File: src/rtl/ulh_pkg.sv
// constants, types and helpers for the lin header controller

package ulh_pkg;

  // ****************************************************************
  // register map
  // ****************************************************************
  localparam logic [7:0]  ULH_OFS_PORT_PERSONALITY_SELECT = 8'h30;
  localparam logic [7:0]  ULH_OFS_LIN_CTL = 8'h34;
  localparam logic [7:0]  ULH_OFS_STATUS  = 8'h38;
  localparam logic [31:0] ULH_PORT_PERSONALITY_SELECT_RST = 32'h0000_0000;
  localparam logic [31:0] ULH_LIN_CTL_RST = 32'h000C_0000;
  localparam logic [31:0] ULH_PORT_PERSONALITY_SELECT_MSK = 32'h0000_0003;
  localparam logic [31:0] ULH_LIN_CTL_MSK = 32'hFFFF_1F1F;

  // ****************************************************************
  // field positions
  // ****************************************************************
  localparam int ULH_PID_LSB   = 24;
  localparam int ULH_PAR_LSB   = 30;
  localparam int ULH_HSEL_LSB  = 22;
  localparam int ULH_BSLEN_LSB = 20;
  localparam int ULH_BKFL_LSB  = 16;
  localparam int ULH_BIT_IDPEN = 9;
  localparam int ULH_BIT_SHD   = 8;
  localparam int ULH_BIT_MUTE  = 4;
  localparam int ULH_ST_BUSY   = 0;
  localparam int ULH_ST_MUTE   = 1;
  localparam int ULH_ST_PERR   = 2;

  // ****************************************************************
  // codes and framing
  // ****************************************************************
  typedef enum logic [1:0] {
    ULH_PS_UART  = 2'b00,
    ULH_PS_LIN   = 2'b01,
    ULH_PS_IRDA  = 2'b10,
    ULH_PS_RS485 = 2'b11
  } ulh_pers_t;

  typedef enum logic [1:0] {
    ULH_HS_BRK  = 2'b00,
    ULH_HS_SYNC = 2'b01,
    ULH_HS_FULL = 2'b10,
    ULH_HS_RSVD = 2'b11
  } ulh_hsel_t;

  localparam logic [7:0] ULH_SYNC_BYTE   = 8'h55;
  localparam logic [3:0] ULH_FRAME_LAST  = 4'h9;
  localparam int         ULH_LIN_PORTS   = 3;
  localparam int         ULH_RS485_PORTS = 2;

  // parity pair {p1, p0} for a six-bit identifier
  function automatic logic [1:0] ulh_pid_parity(input logic [5:0] id);
    logic p0;
    logic p1;
    p0 = id[0] ^ id[1] ^ id[2] ^ id[4];
    p1 = ~(id[1] ^ id[3] ^ id[4] ^ id[5]);
    return {p1, p0};
  endfunction : ulh_pid_parity

endpackage : ulh_pkg

File: src/rtl/ulh_bit_timer.sv
// bit-time tick generator for the header transmitter
`timescale 1ns/1ns
`default_nettype none

module ulh_bit_timer #(
  parameter int unsigned DIV = 16
) (
  input  wire logic clk,
  input  wire logic rst,
  input  wire logic run,
  output var  logic tick
);

  localparam logic [15:0] LAST = 16'(DIV - 1);

  logic [15:0] cnt_q;

  // ****************************************************************
  // divider, restarted whenever the transmitter idles
  // ****************************************************************
  // restart keeps the first bit of a header a full bit time long
  always_ff @(posedge clk) begin
    if (rst || !run) begin
      cnt_q <= 16'h0000;
    end else if (cnt_q == LAST) begin
      cnt_q <= 16'h0000;
    end else begin
      cnt_q <= cnt_q + 16'h0001;
    end
  end

  // one-cycle pulse at the end of each bit time
  always_ff @(posedge clk) begin
    if (rst) begin
      tick <= 1'b0;
    end else begin
      tick <= run && (cnt_q == LAST);
    end
  end

endmodule : ulh_bit_timer

`default_nettype wire

File: src/rtl/ulh_lin_header.sv
// function select and lin header controller of one serial port
`timescale 1ns/1ns
`default_nettype none

module ulh_lin_header
  import ulh_pkg::*;
#(
  parameter int unsigned PORT_INDEX = 0,
  parameter int unsigned BIT_CYCLES = 16
) (
  input  wire logic        clk,
  input  wire logic        rst,
  input  wire logic [7:0]  reg_addr,
  input  wire logic [31:0] reg_wdata,
  input  wire logic        reg_wr,
  input  wire logic        reg_rd,
  output var  logic [31:0] reg_rdata,
  input  wire logic        rx_break_seen,
  input  wire logic        rx_sync_seen,
  input  wire logic        rx_id_seen,
  input  wire logic [7:0]  rx_id_byte,
  output var  logic        lin_tx,
  output var  logic        lin_tx_busy,
  output var  logic [1:0]  port_personality,
  output var  logic        mute_active,
  output var  logic        id_parity_err
);

  // ****************************************************************
  // declarations
  // ****************************************************************
  typedef enum logic [2:0] {
    ULH_ST_IDLE  = 3'b000,
    ULH_ST_BREAK = 3'b001,
    ULH_ST_DELIM = 3'b010,
    ULH_ST_SYNC  = 3'b011,
    ULH_ST_PID   = 3'b100
  } ulh_state_t;

  localparam bit LIN_OK   = PORT_INDEX < ULH_LIN_PORTS;
  localparam bit RS485_OK = PORT_INDEX < ULH_RS485_PORTS;

  ulh_state_t  state_q;
  logic [31:0] fun_q;
  logic [31:0] lin_q;
  logic [3:0]  cnt_q;
  logic [9:0]  shift_q;
  logic        done_q;
  logic        bit_tick;

  logic        wr_fun;
  logic        wr_lin;
  logic        wr_stat;
  logic        lin_mode;
  logic        shd;
  logic        idpen;
  logic        mute_en;
  ulh_hsel_t   hsel;
  logic [1:0]  bslen;
  logic [3:0]  bkfl;
  logic [7:0]  pid;
  logic [31:0] lin_wr_val;
  logic [1:0]  fun_wr_val;
  logic        start_hdr;
  logic        drop_hdr;
  logic        mute_end;
  logic        perr_set;
  logic        hdr_req;
  logic [31:0] status_word;
  logic [31:0] rd_word;

  // ****************************************************************
  // helpers
  // ****************************************************************
  // one step down of a bit or phase counter
  function automatic logic [3:0] count_down(input logic [3:0] v);
    return v - 4'h1;
  endfunction : count_down

  // header ends with the phase now closing; only the completion pulse
  // uses it, the sequencer repeats the same conditions in its case branches
  function automatic logic last_phase(input ulh_state_t st,
                                      input ulh_hsel_t  hs);
    return (st == ULH_ST_DELIM && hs == ULH_HS_BRK) ||
           (st == ULH_ST_SYNC && hs != ULH_HS_FULL) ||
           (st == ULH_ST_PID);
  endfunction : last_phase

  // ****************************************************************
  // register decode
  // ****************************************************************
  assign wr_fun  = reg_wr && (reg_addr == ULH_OFS_PORT_PERSONALITY_SELECT);
  assign wr_lin  = reg_wr && (reg_addr == ULH_OFS_LIN_CTL);
  assign wr_stat = reg_wr && (reg_addr == ULH_OFS_STATUS);

  // control fields as seen by the header logic
  assign shd     = lin_q[ULH_BIT_SHD];
  assign idpen   = lin_q[ULH_BIT_IDPEN];
  assign mute_en = lin_q[ULH_BIT_MUTE];
  assign hsel    = ulh_hsel_t'(lin_q[ULH_HSEL_LSB +: 2]);
  assign bslen   = lin_q[ULH_BSLEN_LSB +: 2];
  assign bkfl    = lin_q[ULH_BKFL_LSB +: 4];
  assign pid     = lin_q[ULH_PID_LSB +: 8];
  assign lin_mode = (fun_q[1:0] == ULH_PS_LIN);

  // ****************************************************************
  // function selector
  // ****************************************************************
  // codes a port cannot support fall back to plain uart
  always_comb begin
    fun_wr_val = reg_wdata[1:0];
    if (fun_wr_val == ULH_PS_LIN && !LIN_OK) begin
      fun_wr_val = ULH_PS_UART;
    end
    if (fun_wr_val == ULH_PS_RS485 && !RS485_OK) begin
      fun_wr_val = ULH_PS_UART;
    end
  end

  // selector storage, reserved bits forced low
  always_ff @(posedge clk) begin
    if (rst) begin
      fun_q <= ULH_PORT_PERSONALITY_SELECT_RST;
    end else if (wr_fun) begin
      fun_q <= {30'h0000_0000, fun_wr_val} & ULH_PORT_PERSONALITY_SELECT_MSK;
    end
  end

  // personality seen by the rest of the port
  always_ff @(posedge clk) begin
    if (rst) begin
      port_personality <= ULH_PS_UART;
    end else begin
      port_personality <= fun_q[1:0];
    end
  end

  // ****************************************************************
  // lin control register
  // ****************************************************************
  // parity is folded in at write time so readback shows the real pid
  always_comb begin
    lin_wr_val = reg_wdata & ULH_LIN_CTL_MSK;
    if (reg_wdata[ULH_BIT_IDPEN]) begin
      lin_wr_val[ULH_PAR_LSB +: 2] =
        ulh_pid_parity(reg_wdata[ULH_PID_LSB +: 6]);
    end
  end

  // software write wins over the hardware clear of the send request
  always_ff @(posedge clk) begin
    if (rst) begin
      lin_q <= ULH_LIN_CTL_RST;
    end else if (wr_lin) begin
      lin_q <= lin_wr_val;
    end else if (done_q) begin
      lin_q[ULH_BIT_SHD] <= 1'b0;
    end
  end

  // ****************************************************************
  // header transmitter
  // ****************************************************************
  // pending request seen by an idle sequencer in lin personality
  assign hdr_req   = (state_q == ULH_ST_IDLE) && shd && lin_mode && !done_q;
  // a reserved header code is dropped rather than left pending forever
  assign start_hdr = hdr_req && (hsel != ULH_HS_RSVD);
  assign drop_hdr  = hdr_req && (hsel == ULH_HS_RSVD);

  ulh_bit_timer #(
    .DIV (BIT_CYCLES)
  ) u_bit_timer (
    .clk  (clk),
    .rst  (rst),
    .run  (state_q != ULH_ST_IDLE),
    .tick (bit_tick)
  );

  // sequencer: break, delimiter, then framed bytes lsb first
  always_ff @(posedge clk) begin
    if (rst) begin
      state_q <= ULH_ST_IDLE;
      cnt_q   <= 4'h0;
      shift_q <= 10'h3FF;
      lin_tx  <= 1'b1;
    end else begin
      unique case (state_q)
        // idle: line high until a request is taken
        ULH_ST_IDLE: begin
          if (start_hdr) begin
            state_q <= ULH_ST_BREAK;
            cnt_q   <= bkfl;
            lin_tx  <= 1'b0;
          end
        end
        // break: line low for count plus one bit times
        ULH_ST_BREAK: begin
          if (bit_tick) begin
            if (cnt_q == 4'h0) begin
              state_q <= ULH_ST_DELIM;
              cnt_q   <= {2'b00, bslen};
              lin_tx  <= 1'b1;
            end else begin
              cnt_q <= count_down(cnt_q);
            end
          end
        end
        // delimiter: line high for length code plus one bit times
        ULH_ST_DELIM: begin
          if (bit_tick) begin
            if (cnt_q != 4'h0) begin
              cnt_q <= count_down(cnt_q);
            end else if (hsel == ULH_HS_BRK) begin
              state_q <= ULH_ST_IDLE;
            end else begin
              state_q <= ULH_ST_SYNC;
              cnt_q   <= ULH_FRAME_LAST;
              shift_q <= {1'b1, ULH_SYNC_BYTE, 1'b0};
              lin_tx  <= 1'b0;
            end
          end
        end
        // framed bytes: start bit, eight data bits, stop bit
        ULH_ST_SYNC,
        ULH_ST_PID: begin
          if (bit_tick) begin
            if (cnt_q != 4'h0) begin
              cnt_q   <= count_down(cnt_q);
              shift_q <= {1'b1, shift_q[9:1]};
              lin_tx  <= shift_q[1];
            end else if (state_q == ULH_ST_SYNC
                         && hsel == ULH_HS_FULL) begin
              state_q <= ULH_ST_PID;
              cnt_q   <= ULH_FRAME_LAST;
              shift_q <= {1'b1, pid, 1'b0};
              lin_tx  <= 1'b0;
            end else begin
              state_q <= ULH_ST_IDLE;
              lin_tx  <= 1'b1;
            end
          end
        end
        default: begin
          state_q <= ULH_ST_IDLE;
          lin_tx  <= 1'b1;
        end
      endcase
    end
  end

  // one-cycle completion pulse that clears the send request
  always_ff @(posedge clk) begin
    if (rst) begin
      done_q <= 1'b0;
    end else begin
      done_q <= drop_hdr || (bit_tick && cnt_q == 4'h0
                && last_phase(state_q, hsel));
    end
  end

  // busy flag follows the sequencer, visible one cycle after start
  always_ff @(posedge clk) begin
    if (rst) begin
      lin_tx_busy <= 1'b0;
    end else begin
      lin_tx_busy <= (state_q != ULH_ST_IDLE);
    end
  end

  // ****************************************************************
  // slave side: mute exit and identifier parity check
  // ****************************************************************
  // the header select names which received portion ends mute
  always_comb begin
    unique case (hsel)
      ULH_HS_BRK:  mute_end = rx_break_seen;
      ULH_HS_SYNC: mute_end = rx_sync_seen;
      ULH_HS_FULL: mute_end = rx_id_seen;
      ULH_HS_RSVD: mute_end = 1'b0;
    endcase
  end

  // entering mute is a software write, so it wins over a same-cycle exit
  always_ff @(posedge clk) begin
    if (rst) begin
      mute_active <= 1'b0;
    end else if (wr_lin) begin
      mute_active <= reg_wdata[ULH_BIT_MUTE] && lin_mode;
    end else if (!mute_en || !lin_mode) begin
      mute_active <= 1'b0;
    end else if (mute_end) begin
      mute_active <= 1'b0;
    end
  end

  assign perr_set = rx_id_seen && idpen && lin_mode &&
    (rx_id_byte[7:6] != ulh_pid_parity(rx_id_byte[5:0]));

  // sticky parity error, cleared by writing one; a new error wins
  always_ff @(posedge clk) begin
    if (rst) begin
      id_parity_err <= 1'b0;
    end else if (perr_set) begin
      id_parity_err <= 1'b1;
    end else if (wr_stat && reg_wdata[ULH_ST_PERR]) begin
      id_parity_err <= 1'b0;
    end
  end

  // ****************************************************************
  // read port
  // ****************************************************************
  // status word rebuilt every cycle from the live flags
  always_comb begin
    status_word = 32'h0000_0000;
    status_word[ULH_ST_BUSY] = lin_tx_busy;
    status_word[ULH_ST_MUTE] = mute_active;
    status_word[ULH_ST_PERR] = id_parity_err;
  end

  // word picked by the read address; unmapped offsets read zero
  always_comb begin
    unique case (reg_addr)
      ULH_OFS_PORT_PERSONALITY_SELECT: rd_word = fun_q;
      ULH_OFS_LIN_CTL: rd_word = lin_q;
      ULH_OFS_STATUS:  rd_word = status_word;
      default:         rd_word = 32'h0000_0000;
    endcase
  end

  // data stands only in the cycle after the strobe
  always_ff @(posedge clk) begin
    if (rst) begin
      reg_rdata <= 32'h0000_0000;
    end else if (reg_rd) begin
      reg_rdata <= rd_word;
    end else begin
      reg_rdata <= 32'h0000_0000;
    end
  end

endmodule : ulh_lin_header

`default_nettype wire

File: config.mk
export PLATFORM = sky130hd
export DESIGN_NAME = ulh_lin_header
export DESIGN_NICKNAME = d
export VERILOG_FILES = /design/src/rtl/ulh_pkg.sv /design/src/rtl/ulh_bit_timer.sv /design/src/rtl/ulh_lin_header.sv
export SDC_FILE = /design/constraint.sdc
export NUM_CORES = 1
export LEC_CHECK = 0
export BUFFER_PORTS_ARGS = -buffer_cell sky130_fd_sc_hd__buf_2
export CORE_MARGIN = 10
export CORE_UTILIZATION = 58
export DETAILED_ROUTE_END_ITERATION = 7
export PLACE_DENSITY = 0.86
export REMOVE_ABC_BUFFERS = 1
export SLEW_MARGIN = 15
export SYNTH_ARGS = -nofsm -noshare
export SYNTH_HDL_FRONTEND = slang
export SYNTH_SLANG_ARGS = --single-unit
File: constraint.sdc
create_clock -name clk -period 5 [get_ports clk]
set_input_delay 0.5 -clock clk [delete_from_list [all_inputs] [get_ports clk]]
set_output_delay 0.5 -clock clk [all_outputs]
set_load 0.05 [all_outputs]
### Yosys cells after proc, flatten, opt, wreduce, memory -nomap -nowiden

Index checks and enable logic that the tools add are counted.

* reduce and logical (&&, ||, !) cells: 45
* equality and inequality tests: 25
* multiplexer cells: 47
* add/sub/neg operators: 2
* bitwise operators: 15

Operators with widths (number)
* $pmux W32 S3: 1
* $mux W10: 6
* $mux W4: 9
* $eq A8 B6 Y1 const B: 3
* $mux W3: 8
* $reduce_and A7 Y1: 3
* $pmux W10 S2: 1
* $logic_and A1 B1 Y1: 19
* $add A16 B1 Y16 const B: 1
* $eq A16 B4 Y1 const B: 1
* $mux W1: 16
* $pmux W4 S4: 1
* $ne A2 B2 Y1 const B: 7
* $pmux W3 S4: 1
* $xor A1 B1 Y1: 12
* $pmux W1 S4: 2
* $reduce_bool A4 Y1: 2
* $eq A3 B2 Y1 const B: 2
* $ne A2 B1 Y1 const B: 3
* $ne A3 B3 Y1 const B: 2
* $reduce_and A6 Y1: 1
* $reduce_bool A2 Y1: 3
* $reduce_bool A3 Y1: 2
* $reduce_or A2 Y1: 3
* 13 further kinds: 25

* output and inout bits: 38
* input bits: 55
* flip-flop bits (word level): 101
* word-level logic and storage cells: 149

### Longest topological paths before layout

Gate-level depths: netlist of run 1.

* word-level depth: 7
* depth in mapped cells: 7
* depth with buffers taken out: 6

### Cells and area by module

From an unflattened synthesis of run 1, not the netlist that was laid out.

* cell total of the unflattened synthesis: 472
* area total of the unflattened synthesis: 4090.2 µm²

By module, submodules not included
* ulh_lin_header: times used 1, area an instance 3344.5 µm², cells an instance 391, seq. area each 1521.5 µm²
* ulh_bit_timer: times used 1, area an instance 745.7 µm², cells an instance 81, seq. area each 340.3 µm²

### Worst setup path before layout of run 1

No wires, ideal clock.

* path type: flip-flop to flip-flop
* start: reg cnt_q[0]
* end: reg shift_q[1]
* setup time: 72 ps
* period minus slack after synthesis: 1797 ps
* arrival time: 1725 ps
* slack: 3203 ps
* cell stages (with the launch flop): 8
* data required time: 4928 ps
* path buffers: 1
* cells stage by stage: dfxtp_1 -> inv_1 -> ha_1 -> or3b_1 -> o211ai_1 -> o311a_1 -> buf_2 -> mux2i_1

* longest elaborated chain between the ends: 4
* elaborated cells between the ends (all ways): 7
* classes of those cells: 2 x eq/ne; 3 x mux; 2 x reduce/logical

RTL lines
* start, declared: line ulh_lin_header.sv:46 `logic [3:0] cnt_q;`
* start signal, assigned: line ulh_lin_header.sv:192 `cnt_q <= bkfl;`
* start signal, assigned: line ulh_lin_header.sv:201 `cnt_q <= {2'b00, bslen};`
* start signal, assigned: line ulh_lin_header.sv:204 `cnt_q <= count_down(cnt_q);`
* $reduce_bool A4 Y1 (*): line ulh_lin_header.sv:211, ulh_lin_header.sv:227
* $mux W10: line ulh_lin_header.sv:227 `if (cnt_q != 4'h0) begin`
* $mux W10: line ulh_lin_header.sv:226 `if (bit_tick) begin`
* $pmux W10 S2: line ulh_lin_header.sv:187 `unique case (state_q)`
* end signal, assigned: line ulh_lin_header.sv:218 `shift_q <= {1'b1, ULH_SYNC_BYTE, 1'b0};`
* end signal, assigned: line ulh_lin_header.sv:229 `shift_q <= {1'b1, shift_q[9:1]};`
* end signal, assigned: line ulh_lin_header.sv:235 `shift_q <= {1'b1, pid, 1'b0};`
* end, declared: line ulh_lin_header.sv:47 `logic [9:0] shift_q;`

Every way passes the cells marked *; elsewhere a longest branch is shown, timed or not. The select of a mux whose other input is x is not followed.
A chain may end at the register's enable or synchronous reset.

### Worst setup path after layout of run 1

* start: reg cnt_q[0]
* end: reg shift_q[4]

The elaborated chain is that of the path after synthesis.

==> parameters.txt, run 1 <==
Parameter                              Value

Critical path
  Launching element type of the critical path ... flip-flop
  Crit path largest cell delay ... around 0.56 ns
  Reg-to-reg critical path startpoint ... cnt_q[0]
  Largest fanout on the critical path ... 13
  Cells along the critical path ... inv_1 -> ha_1 -> or3b_1 -> o211ai_1 -> o311a_1 -> mux2i_1
  Reg2Reg Capture Point ... shift_q[4]
  Setup crit end kind ... flip-flop
  Dominant delay contributor by cell family on the critical path ... compound AO/OA/AOI/OAI gates
  Flop-to-flop setup slack ... ~2.6 ns
  Required @ worst endpoint ... roughly 5.3 ns
  Register-to-Register Path Depth ... 6
  Crit Path Class ... reg2reg
  Buffers plus inverters on the worst setup path ... 1
  Worst endpoint data arrival time ... roughly 2.7 ns
  WP depth ... 6
  Slowest cell on crit path ... sky130_fd_sc_hd__or3b_1

Timing
  Setup TNS after final layout ... 0 ns
  Worst Max-Slew Pin Slew ... 1.01 ns
  Final Hold Fails ... 0
  Final Setup Violations ... 0
  Slew Viols, Final ... 0
  Tightest slew margin relative to the limit ... between 30% and 40%
  Min Clock Period, post-route ... around 2.4 ns
  Maximum clock frequency ... 0.423 GHz
  Final worst path period share ... 47.3%
  Fin Clk Skew ... 0.0118 ns
  RSZ-0062 raised after global routing ... false

Routing
  First-pass DRT Iterations ... 4
  DR WL/cell ... 15.3 um
  Remaining antenna violation count after routing ... 0
  Routed vias ... 3420
  Detailed-route DRC error count ... 0
  1st-iter DRT viols ... approximately 210
  Sum of routed wire length over all layers ... slightly below 10 mm
  Via density ... between 5 and 6

Layout
  Layout cell share with drive strength beyond 1 ... 20.3%
  Final Non-Filler Cells ... between 600 and 700
  Antenna diodes ... 0
  Number of nets in the final layout ... slightly below 600
  Total of fill cells in the finished design ... ~540
  Final Util ... 68.9%
  Area Growth Syn to Fin ... 15.7%

Power and ir drop
  Power density over cell area ... 282 mW/mm^2
  Pint ... about 1 mW
  Power dissipated by switching net loads ... slightly above 0.3 mW
  Combinational group share of total power ... under 10%
  Leak ... 1.89 nW
  Part of the total power dissipated in sequential elements ... 56.0%
  Worst vdd ir ... between 0.2 and 0.25 mV
  Switch share ... a little under a quarter
  Clock Power Share ... roughly two fifths

Die
  Core Region ... between 0.006 and 0.007 mm^2
  Die Y-Extent ... between 100 and 150 um
  Initial core utilization ... 59.5%
  Boundary Pins ... 93
  Die Wd ... 104 um
  Die area ... ~0.011 mm^2
  Number of core rows ... 30

Clock network
  Post-CTS sizing ... 0
  TritonCTS clock tree ... done
  Clock tree buffer depth ... 2
  Post-CTS setup buffer count ... 0
  Clock Sinks ... 93
  Clock insertion delay at the later pin of the skew report ... 0.38 ns
  Clock-pin slew on the worst setup and hold paths ... approximately 0.090 ns
  H-tree lvl count ... 3
  Number of buffers inserted during clock tree synthesis ... 9
  CTS Hold Buffers Added ... 0
  Clock Tree Root ... sky130_fd_sc_hd__clkbuf_8

GRT
  Overall Global Routing Usage ... between 15 and 20%
  Via count of the first global-routing pass ... between 3000 and 4000
  Residual overflow from global routing ... 0
  Global-route wire length before repair ... around 16 mm
  Maximum number of pins on one net before global-route repair ... 34
  Number of antenna violations at the first check in global routing ... 0

Hold path
  Cell depth of the worst min-delay path ... 3
  End point of the most critical hold path ... lin_q[18]
  Hold crit path type ... in2reg
  Hold path startpoint ... reg_wdata[18]

Yosys
  Main area contributors after synthesis ... sky130_fd_sc_hd__dfxtp_1 (46%), sky130_fd_sc_hd__nand2_1 (5.4%), sky130_fd_sc_hd__and2_1 (4.8%)
  Post-synthesis cell type count ... 62
  Top cell type's share of synthesized area ... around 46%
  Syn Area/Cell ... 8.87 um^2
  Number of synthesized register bits ... between 90 and 100
  Most used standard cells in the synthesized netlist ... sky130_fd_sc_hd__dfxtp_1 (93), sky130_fd_sc_hd__nand2_1 (58), sky130_fd_sc_hd__nor2_1 (41), sky130_fd_sc_hd__a21oi_1 (38), sky130_fd_sc_hd__and2_1 (31)
  Warnings, synthesis ... 0
  Fraction of the yosys area taken by sequential cells ... approximately 46%
  Synthesized cell area ... around 0.0040 mm^2
  Library cell occupying the most area in the post-synthesis netlist ... sky130_fd_sc_hd__dfxtp_1
  Most common cell in the synthesized netlist ... sky130_fd_sc_hd__dfxtp_1
  Asr flop ratio synth ... 0%
  Flip-flop cell with the highest count after synthesis ... sky130_fd_sc_hd__dfxtp_1
  Post-synth EDFFs ... 0
  Cells after Synth ... 456

Placement
  PortBufs ... 80
  Placed cell count ... roughly 610
  Post-DP HPWL ... 7.02 mm
  Final GP Congestion ... 0.926

Job
  Count of max-cap constraint violations ... 0

Run status
  Run status ... finished, final reports clean
-- power groups by stage --
stage / Combinational, mW / Clock [mW] / Sequential, mW
2_1_floorplan: 0.0286 / 0 / 0.758
3_3_place_gp: 0.0609 / 0 / 0.758
3_5_place_dp: 0.0623 / 0 / 0.758
4_1_cts: 0.0629 / 0.528 / 0.740
5_1_grt: 0.0694 / 0.561 / 0.741
6_report: 0.0630 / 0.518 / 0.740
-- logic make-up (layout without fill, tap and decap cells) --
group           after synthesis  in the layout  synth area share, %
flops                        93             93                 46.0
mux                          19             19                 4.79
other cells                   1              6               0.0927
compound gates               80             80                 12.8
simple gates                200            200                 25.8
buf+inv                      40            110                 4.55
xor+xnor                     20             20                 5.04
fa+ha+maj                     3              3                0.928
-- through the flow --
step	hold slack (ns)	power [mW]	setup WS (ns)	instance area (um^2)
6_report	0.353	1.32	2.64	4680
5_1_grt	0.350	1.37	2.51	4680
4_1_cts	0.343	1.33	2.64	4680
2_1_floorplan	0.426	0.787	2.79	3920
3_5_place_dp	0.443	0.820	2.61	4470
3_3_place_gp	0.433	0.819	2.71	4470
-- layout make-up --
cell class                      count  area, um^2  area share [%]
Tap cell                           96         120            2.57
Clock inverter                      6        68.8            1.47
Timing Repair Buffer               84         430            9.20
Clock buffer                       10         138            2.94
Sequential cell                    93        1860            39.8
Multi-Input combinational cell    328        2020            43.2
Inverter                           10        37.5           0.802
-- flip-flops by register name, summed over array words and instances (netlist names) --
register           count
reg_rdata             26
done_q                 1
cnt_q                  4
u_bit_timer.cnt_q     16
port_personality       2
mute_active            1
fun_q                  2
u_bit_timer.tick       1
id_parity_err          1
state_q                3
lin_tx                 1
lin_tx_busy            1
shift_q                8
lin_q                 26
-- worst max-delay path by stage --
| stage | start | end | slack [ns] |
|---|---|---|---|
| after floorplan | cnt_q[0] | cnt_q[1] | 2.79 |
| after global placement | reg_addr[2] | mute_active | 2.71 |
| after detailed placement | reg_addr[2] | mute_active | 2.61 |
| after CTS | cnt_q[0] | shift_q[4] | 2.64 |
| after global routing | cnt_q[0] | shift_q[4] | 2.51 |
| final | cnt_q[0] | shift_q[4] | 2.64 |
-- placed cells by master, fill, tap and decap left out, types with 2 or more instances in the layout --
cell type | Yosys | final
sky130_fd_sc_hd__or3_1 | 2 | 2
sky130_fd_sc_hd__nand3_1 | 8 | 8
sky130_fd_sc_hd__inv_6 | 0 | 2
sky130_fd_sc_hd__nor3b_2 | 1 | 2
sky130_fd_sc_hd__nand3b_1 | 3 | 3
sky130_fd_sc_hd__o21a_1 | 2 | 2
sky130_fd_sc_hd__a31oi_1 | 3 | 3
sky130_fd_sc_hd__nor3b_1 | 3 | 2
sky130_fd_sc_hd__ha_1 | 3 | 3
sky130_fd_sc_hd__o21ai_1 | 3 | 3
sky130_fd_sc_hd__a21oi_1 | 38 | 38
sky130_fd_sc_hd__a2111oi_0 | 4 | 4
sky130_fd_sc_hd__and2_1 | 31 | 31
sky130_fd_sc_hd__clkbuf_8 | 0 | 10
sky130_fd_sc_hd__conb_1 | 1 | 6
sky130_fd_sc_hd__xor2_1 | 4 | 4
sky130_fd_sc_hd__nand4_1 | 12 | 12
sky130_fd_sc_hd__and3_1 | 6 | 6
sky130_fd_sc_hd__nand2_1 | 58 | 58
sky130_fd_sc_hd__o211ai_1 | 4 | 4
sky130_fd_sc_hd__nor4b_1 | 2 | 2
sky130_fd_sc_hd__nor4_1 | 7 | 7
sky130_fd_sc_hd__xnor2_1 | 14 | 14
sky130_fd_sc_hd__buf_2 | 6 | 80
sky130_fd_sc_hd__a211oi_1 | 5 | 5
sky130_fd_sc_hd__o21ai_0 | 4 | 4
sky130_fd_sc_hd__nor2b_1 | 6 | 6
sky130_fd_sc_hd__o21bai_1 | 2 | 2
sky130_fd_sc_hd__dfxtp_1 | 93 | 93
sky130_fd_sc_hd__nor2_1 | 41 | 41
sky130_fd_sc_hd__a311oi_1 | 2 | 2
sky130_fd_sc_hd__buf_4 | 7 | 4
sky130_fd_sc_hd__inv_1 | 9 | 9
sky130_fd_sc_hd__mux2i_1 | 16 | 16
sky130_fd_sc_hd__and4_1 | 2 | 2
sky130_fd_sc_hd__nor3_1 | 6 | 6
sky130_fd_sc_hd__mux2_1 | 3 | 3
sky130_fd_sc_hd__nand2b_1 | 3 | 3
-- tightest hold or removal path, cell delays in order --
cell and delay [ns]:
sky130_fd_sc_hd__buf_2 0.08, sky130_fd_sc_hd__nand2_1 0.04, sky130_fd_sc_hd__nand3_1 0.07
-- layer usage --
metal | vias to the layer above | GRT usage [%] | wire (um)
met5 | - | 0 | 0
li1 | 1715 | - | -
met1 | 1578 | 22.4 | 4400
met4 | 0 | 7.26 | 204
met2 | 108 | 28.2 | 4390
met3 | 19 | 4.83 | 624
No activity file was read; power rests on OpenSTA's default activity.
==> run 2: changes to the inputs <==
--- a/config.mk
+++ b/config.mk
@@ -5,11 +5,12 @@
 export SDC_FILE = /design/constraint.sdc
 export NUM_CORES = 1
 export LEC_CHECK = 0
+export ABC_AREA = 1
 export BUFFER_PORTS_ARGS = -buffer_cell sky130_fd_sc_hd__buf_2
 export CORE_MARGIN = 10
-export CORE_UTILIZATION = 58
+export CORE_UTILIZATION = 54
 export DETAILED_ROUTE_END_ITERATION = 7
-export PLACE_DENSITY = 0.86
+export PLACE_DENSITY = 0.8
 export REMOVE_ABC_BUFFERS = 1
 export SLEW_MARGIN = 15
 export SYNTH_ARGS = -nofsm -noshare
==> constraint.sdc (replaced) <==
create_clock -name clk -period 2.3 [get_ports clk]
set_input_delay 0.23 -clock clk [delete_from_list [all_inputs] [get_ports clk]]
set_output_delay 0.23 -clock clk [all_outputs]
set_load 0.05 [all_outputs]
==> parameters.txt, run 2 <==
Parameter                              Value

Clock network
  Clock Tree Root ... sky130_fd_sc_hd__clkbuf_8
  Clock insertion delay at the later pin of the skew report ... 0.36 ns
  TritonCTS clock tree ... done
  Post-CTS sizing ... 0
  Number of buffers inserted during clock tree synthesis ... 9
  CTS Hold Buffers Added ... 0
  Clock Sinks ... 93
  H-tree lvl count ... 3
  Clock-pin slew on the worst setup and hold paths ... around 0.090 ns
  Post-CTS setup buffer count ... 0
  Clock tree buffer depth ... 2

Layout
  Antenna diodes ... 0
  Final Instance Area ... just under 0.005 mm^2
  Layout cell share with drive strength beyond 1 ... between 10% and 20%
  Area of all sequential standard cells ... between 0.0015 and 0.002 mm^2
  Biggest registers after layout ... lin_q: 26 flops, reg_rdata: 26 flops, u_bit_timer.cnt_q: 16 flops
  Combined area of the multi-input logic cells ... between 0.0015 and 0.002 mm^2
  Final Non-Filler Cells ... 767
  Total of fill cells in the finished design ... approximately 730
  Number of nets in the final layout ... roughly 720
  Area Growth Syn to Fin ... 15.0%
  Commonest non-fill, non-tap cells in the layout ... sky130_fd_sc_hd__nand2_1 (110), sky130_fd_sc_hd__dfxtp_1 (93), sky130_fd_sc_hd__buf_2 (80)
  Most frequent standard cell in the layout excluding fill and tap cells ... sky130_fd_sc_hd__nand2_1

Critical path
  Largest fanout on the critical path ... 11
  Buffers plus inverters on the worst setup path ... 1
  Cells along the critical path ... inv_1 -> ha_1 -> nand2_1 -> nor2_4 -> nand2_1 -> nand2_1 -> nand3_2 -> nor2_4 -> o21ai_0 -> nand3_1
  Required @ worst endpoint ... between 2 and 3 ns
  Launching element type of the critical path ... flip-flop
  Worst endpoint data arrival time ... between 2 and 2.5 ns
  Crit Path Class ... reg2reg
  Setup crit end kind ... flip-flop
  Crit path largest cell delay ... between 0.3 and 0.4 ns
  Slowest cell on crit path ... sky130_fd_sc_hd__dfxtp_1
  Critical Path Most Common Cell ... sky130_fd_sc_hd__nand2_1
  Dominant delay contributor by cell family on the critical path ... simple AND/OR/NAND/NOR gates

Yosys
  Post-synthesis cell type count ... 36
  Post-synth EDFFs ... 0
  Main area contributors after synthesis ... sky130_fd_sc_hd__dfxtp_1 (44%), sky130_fd_sc_hd__nand2_1 (9.8%), sky130_fd_sc_hd__inv_1 (6.3%)
  Most common cell in the synthesized netlist ... sky130_fd_sc_hd__nand2_1
  Fraction of the yosys area taken by sequential cells ... 44.0%
  Cells after Synth ... just under 600
  Flip-flop cell with the highest count after synthesis ... sky130_fd_sc_hd__dfxtp_1
  Library cell occupying the most area in the post-synthesis netlist ... sky130_fd_sc_hd__dfxtp_1
  Most used standard cells in the synthesized netlist ... sky130_fd_sc_hd__nand2_1 (110), sky130_fd_sc_hd__dfxtp_1 (93), sky130_fd_sc_hd__inv_1 (71), sky130_fd_sc_hd__nor2_1 (57), sky130_fd_sc_hd__a21oi_1 (45)
  Top cell type's share of synthesized area ... approximately 44%
  Number of synthesized register bits ... 93
  Asr flop ratio synth ... 0%
  Warnings, synthesis ... 0
  Syn Area/Cell ... 7.24 um^2
  Synthesized cell area ... around 0.0042 mm^2

Timing
  Slew Viols, Final ... 0
  RSZ-0062 raised after global routing ... false
  Maximum clock frequency ... 0.524 GHz
  Fin Clk Skew ... around 0.0066 ns
  Final worst slack ... approximately 0.39 ns
  Setup TNS after final layout ... 0 ns
  Final worst path period share ... about 83%
  Min Clock Period, post-route ... 1.91 ns
  Final Hold Fails ... 0
  Final Setup Violations ... 0

Routing
  Routed met2 length ... between 5 and 6 mm
  First-pass DRT Iterations ... 4
  Routed vias ... ~4000
  DR WL/cell ... about 13 um
  Detailed-route DRC error count ... 0
  Routed length on met1 ... around 4.1 mm
  Wire length on met3 ... 776 um
  Via density ... between 5 and 6
  Highest routing layer actually used ... met4
  Remaining antenna violation count after routing ... 0
  1st-iter DRT viols ... roughly 190
  Sum of routed wire length over all layers ... 10.3 mm

Placement
  PortBufs ... 80
  Post-place instance area ... approximately 0.0047 mm^2
  Post-DP HPWL ... 7.50 mm
  Final GP Congestion ... 0.898
  Placement-stage worst setup slack ... roughly 0.45 ns
  Placed cell count ... around 750

Die
  Core Region ... between 0.007 and 0.008 mm^2
  Die Wd ... 108 um
  Die Y-Extent ... 108 um
  Initial core utilization ... a little over half
  Boundary Pins ... 93
  Die area ... about 0.012 mm^2
  Number of core rows ... 32

Power and ir drop
  Total design power ... between 4 and 5 mW
  Worst vdd ir ... between 0.3 and 0.4 mV
  Leak ... between 2 and 2.5 nW
  Power density over cell area ... 852 mW/mm^2

Hold path
  Hold crit path type ... in2reg

Run status
  Run status ... finished, final reports clean

GRT
  Via count of the first global-routing pass ... between 3000 and 4000
  Number of antenna violations at the first check in global routing ... 0
  Overall Global Routing Usage ... between 10% and 20%
  Residual overflow from global routing ... 0
  Global-route wire length before repair ... ~17 mm
  Maximum number of pins on one net before global-route repair ... 43

Job
  Count of max-cap constraint violations ... 0
-- run 2: kinds of logic (layout without fill, tap and decap cells) --
family / after synthesis / count (layout) / synth area share (%)
simple gates: 277 / 277 / 30.4
compound gates: 102 / 102 / 12.5
buf+inv: 97 / 173 / 9.80
flops: 93 / 93 / 44.0
xor+xnor: 11 / 11 / 2.28
fa+ha+maj: 3 / 3 / 0.888
other cells: 1 / 6 / 0.0887
-- run 2: metrics by stage --
stage,hold slack (ns),util (%)
CTS,0.0752,63.2
detailed placement,0.436,60.7
global route,0.106,63.2
finish,0.0853,63.2
global placement,0.428,60.7
floorplan,0.299,-
-- run 2: final timing paths --
path | end | start | slack (ns) | depth (start not counted)
max | shift_q[5] | cnt_q[0] | 0.39 | 10
max reg2reg | shift_q[5] | cnt_q[0] | 0.39 | 10
min | lin_q[18] | reg_wdata[18] | 0.09 | 3
min reg2reg | reg_rdata[3] | lin_q[3] | 0.45 | 2
-- run 2: cell type report --
| cell class | count | share of cell area [%] |
|---|---|---|
| Sequential cell | 93 | 38.3 |
| Multi-Input combinational cell | 399 | 40.5 |
| Timing Repair Buffer | 84 | 8.85 |
| Clock buffer | 9 | 2.55 |
| Clock inverter | 6 | 1.47 |
| Inverter | 74 | 5.71 |
| Tap cell | 102 | 2.62 |
-- run 2: per-layer routing --
layer	track usage [%]	vias to the layer above
met5	0	-
met4	6.97	0
met3	4.82	17
met2	31.0	134
met1	19.0	1818
li1	-	2030
-- run 2: where the power goes --
part / total (mW) / switching, mW / internal [mW]
logic: 1.26 / 0.861 / 0.402
clock network: 1.09 / 0.582 / 0.506
registers: 1.79 / 0.0824 / 1.71
total: 4.14 / 1.53 / 2.62
-- run 2: worst reg2reg max path, cell delays in order (launching register included) --
cell and delay [ns]:
sky130_fd_sc_hd__dfxtp_1 0.32, sky130_fd_sc_hd__inv_1 0.12, sky130_fd_sc_hd__ha_1 0.22, sky130_fd_sc_hd__nand2_1 0.10
sky130_fd_sc_hd__nor2_4 0.21, sky130_fd_sc_hd__nand2_1 0.10, sky130_fd_sc_hd__nand2_1 0.09, sky130_fd_sc_hd__nand3_2 0.22
sky130_fd_sc_hd__nor2_4 0.25, sky130_fd_sc_hd__o21ai_0 0.13, sky130_fd_sc_hd__nand3_1 0.09
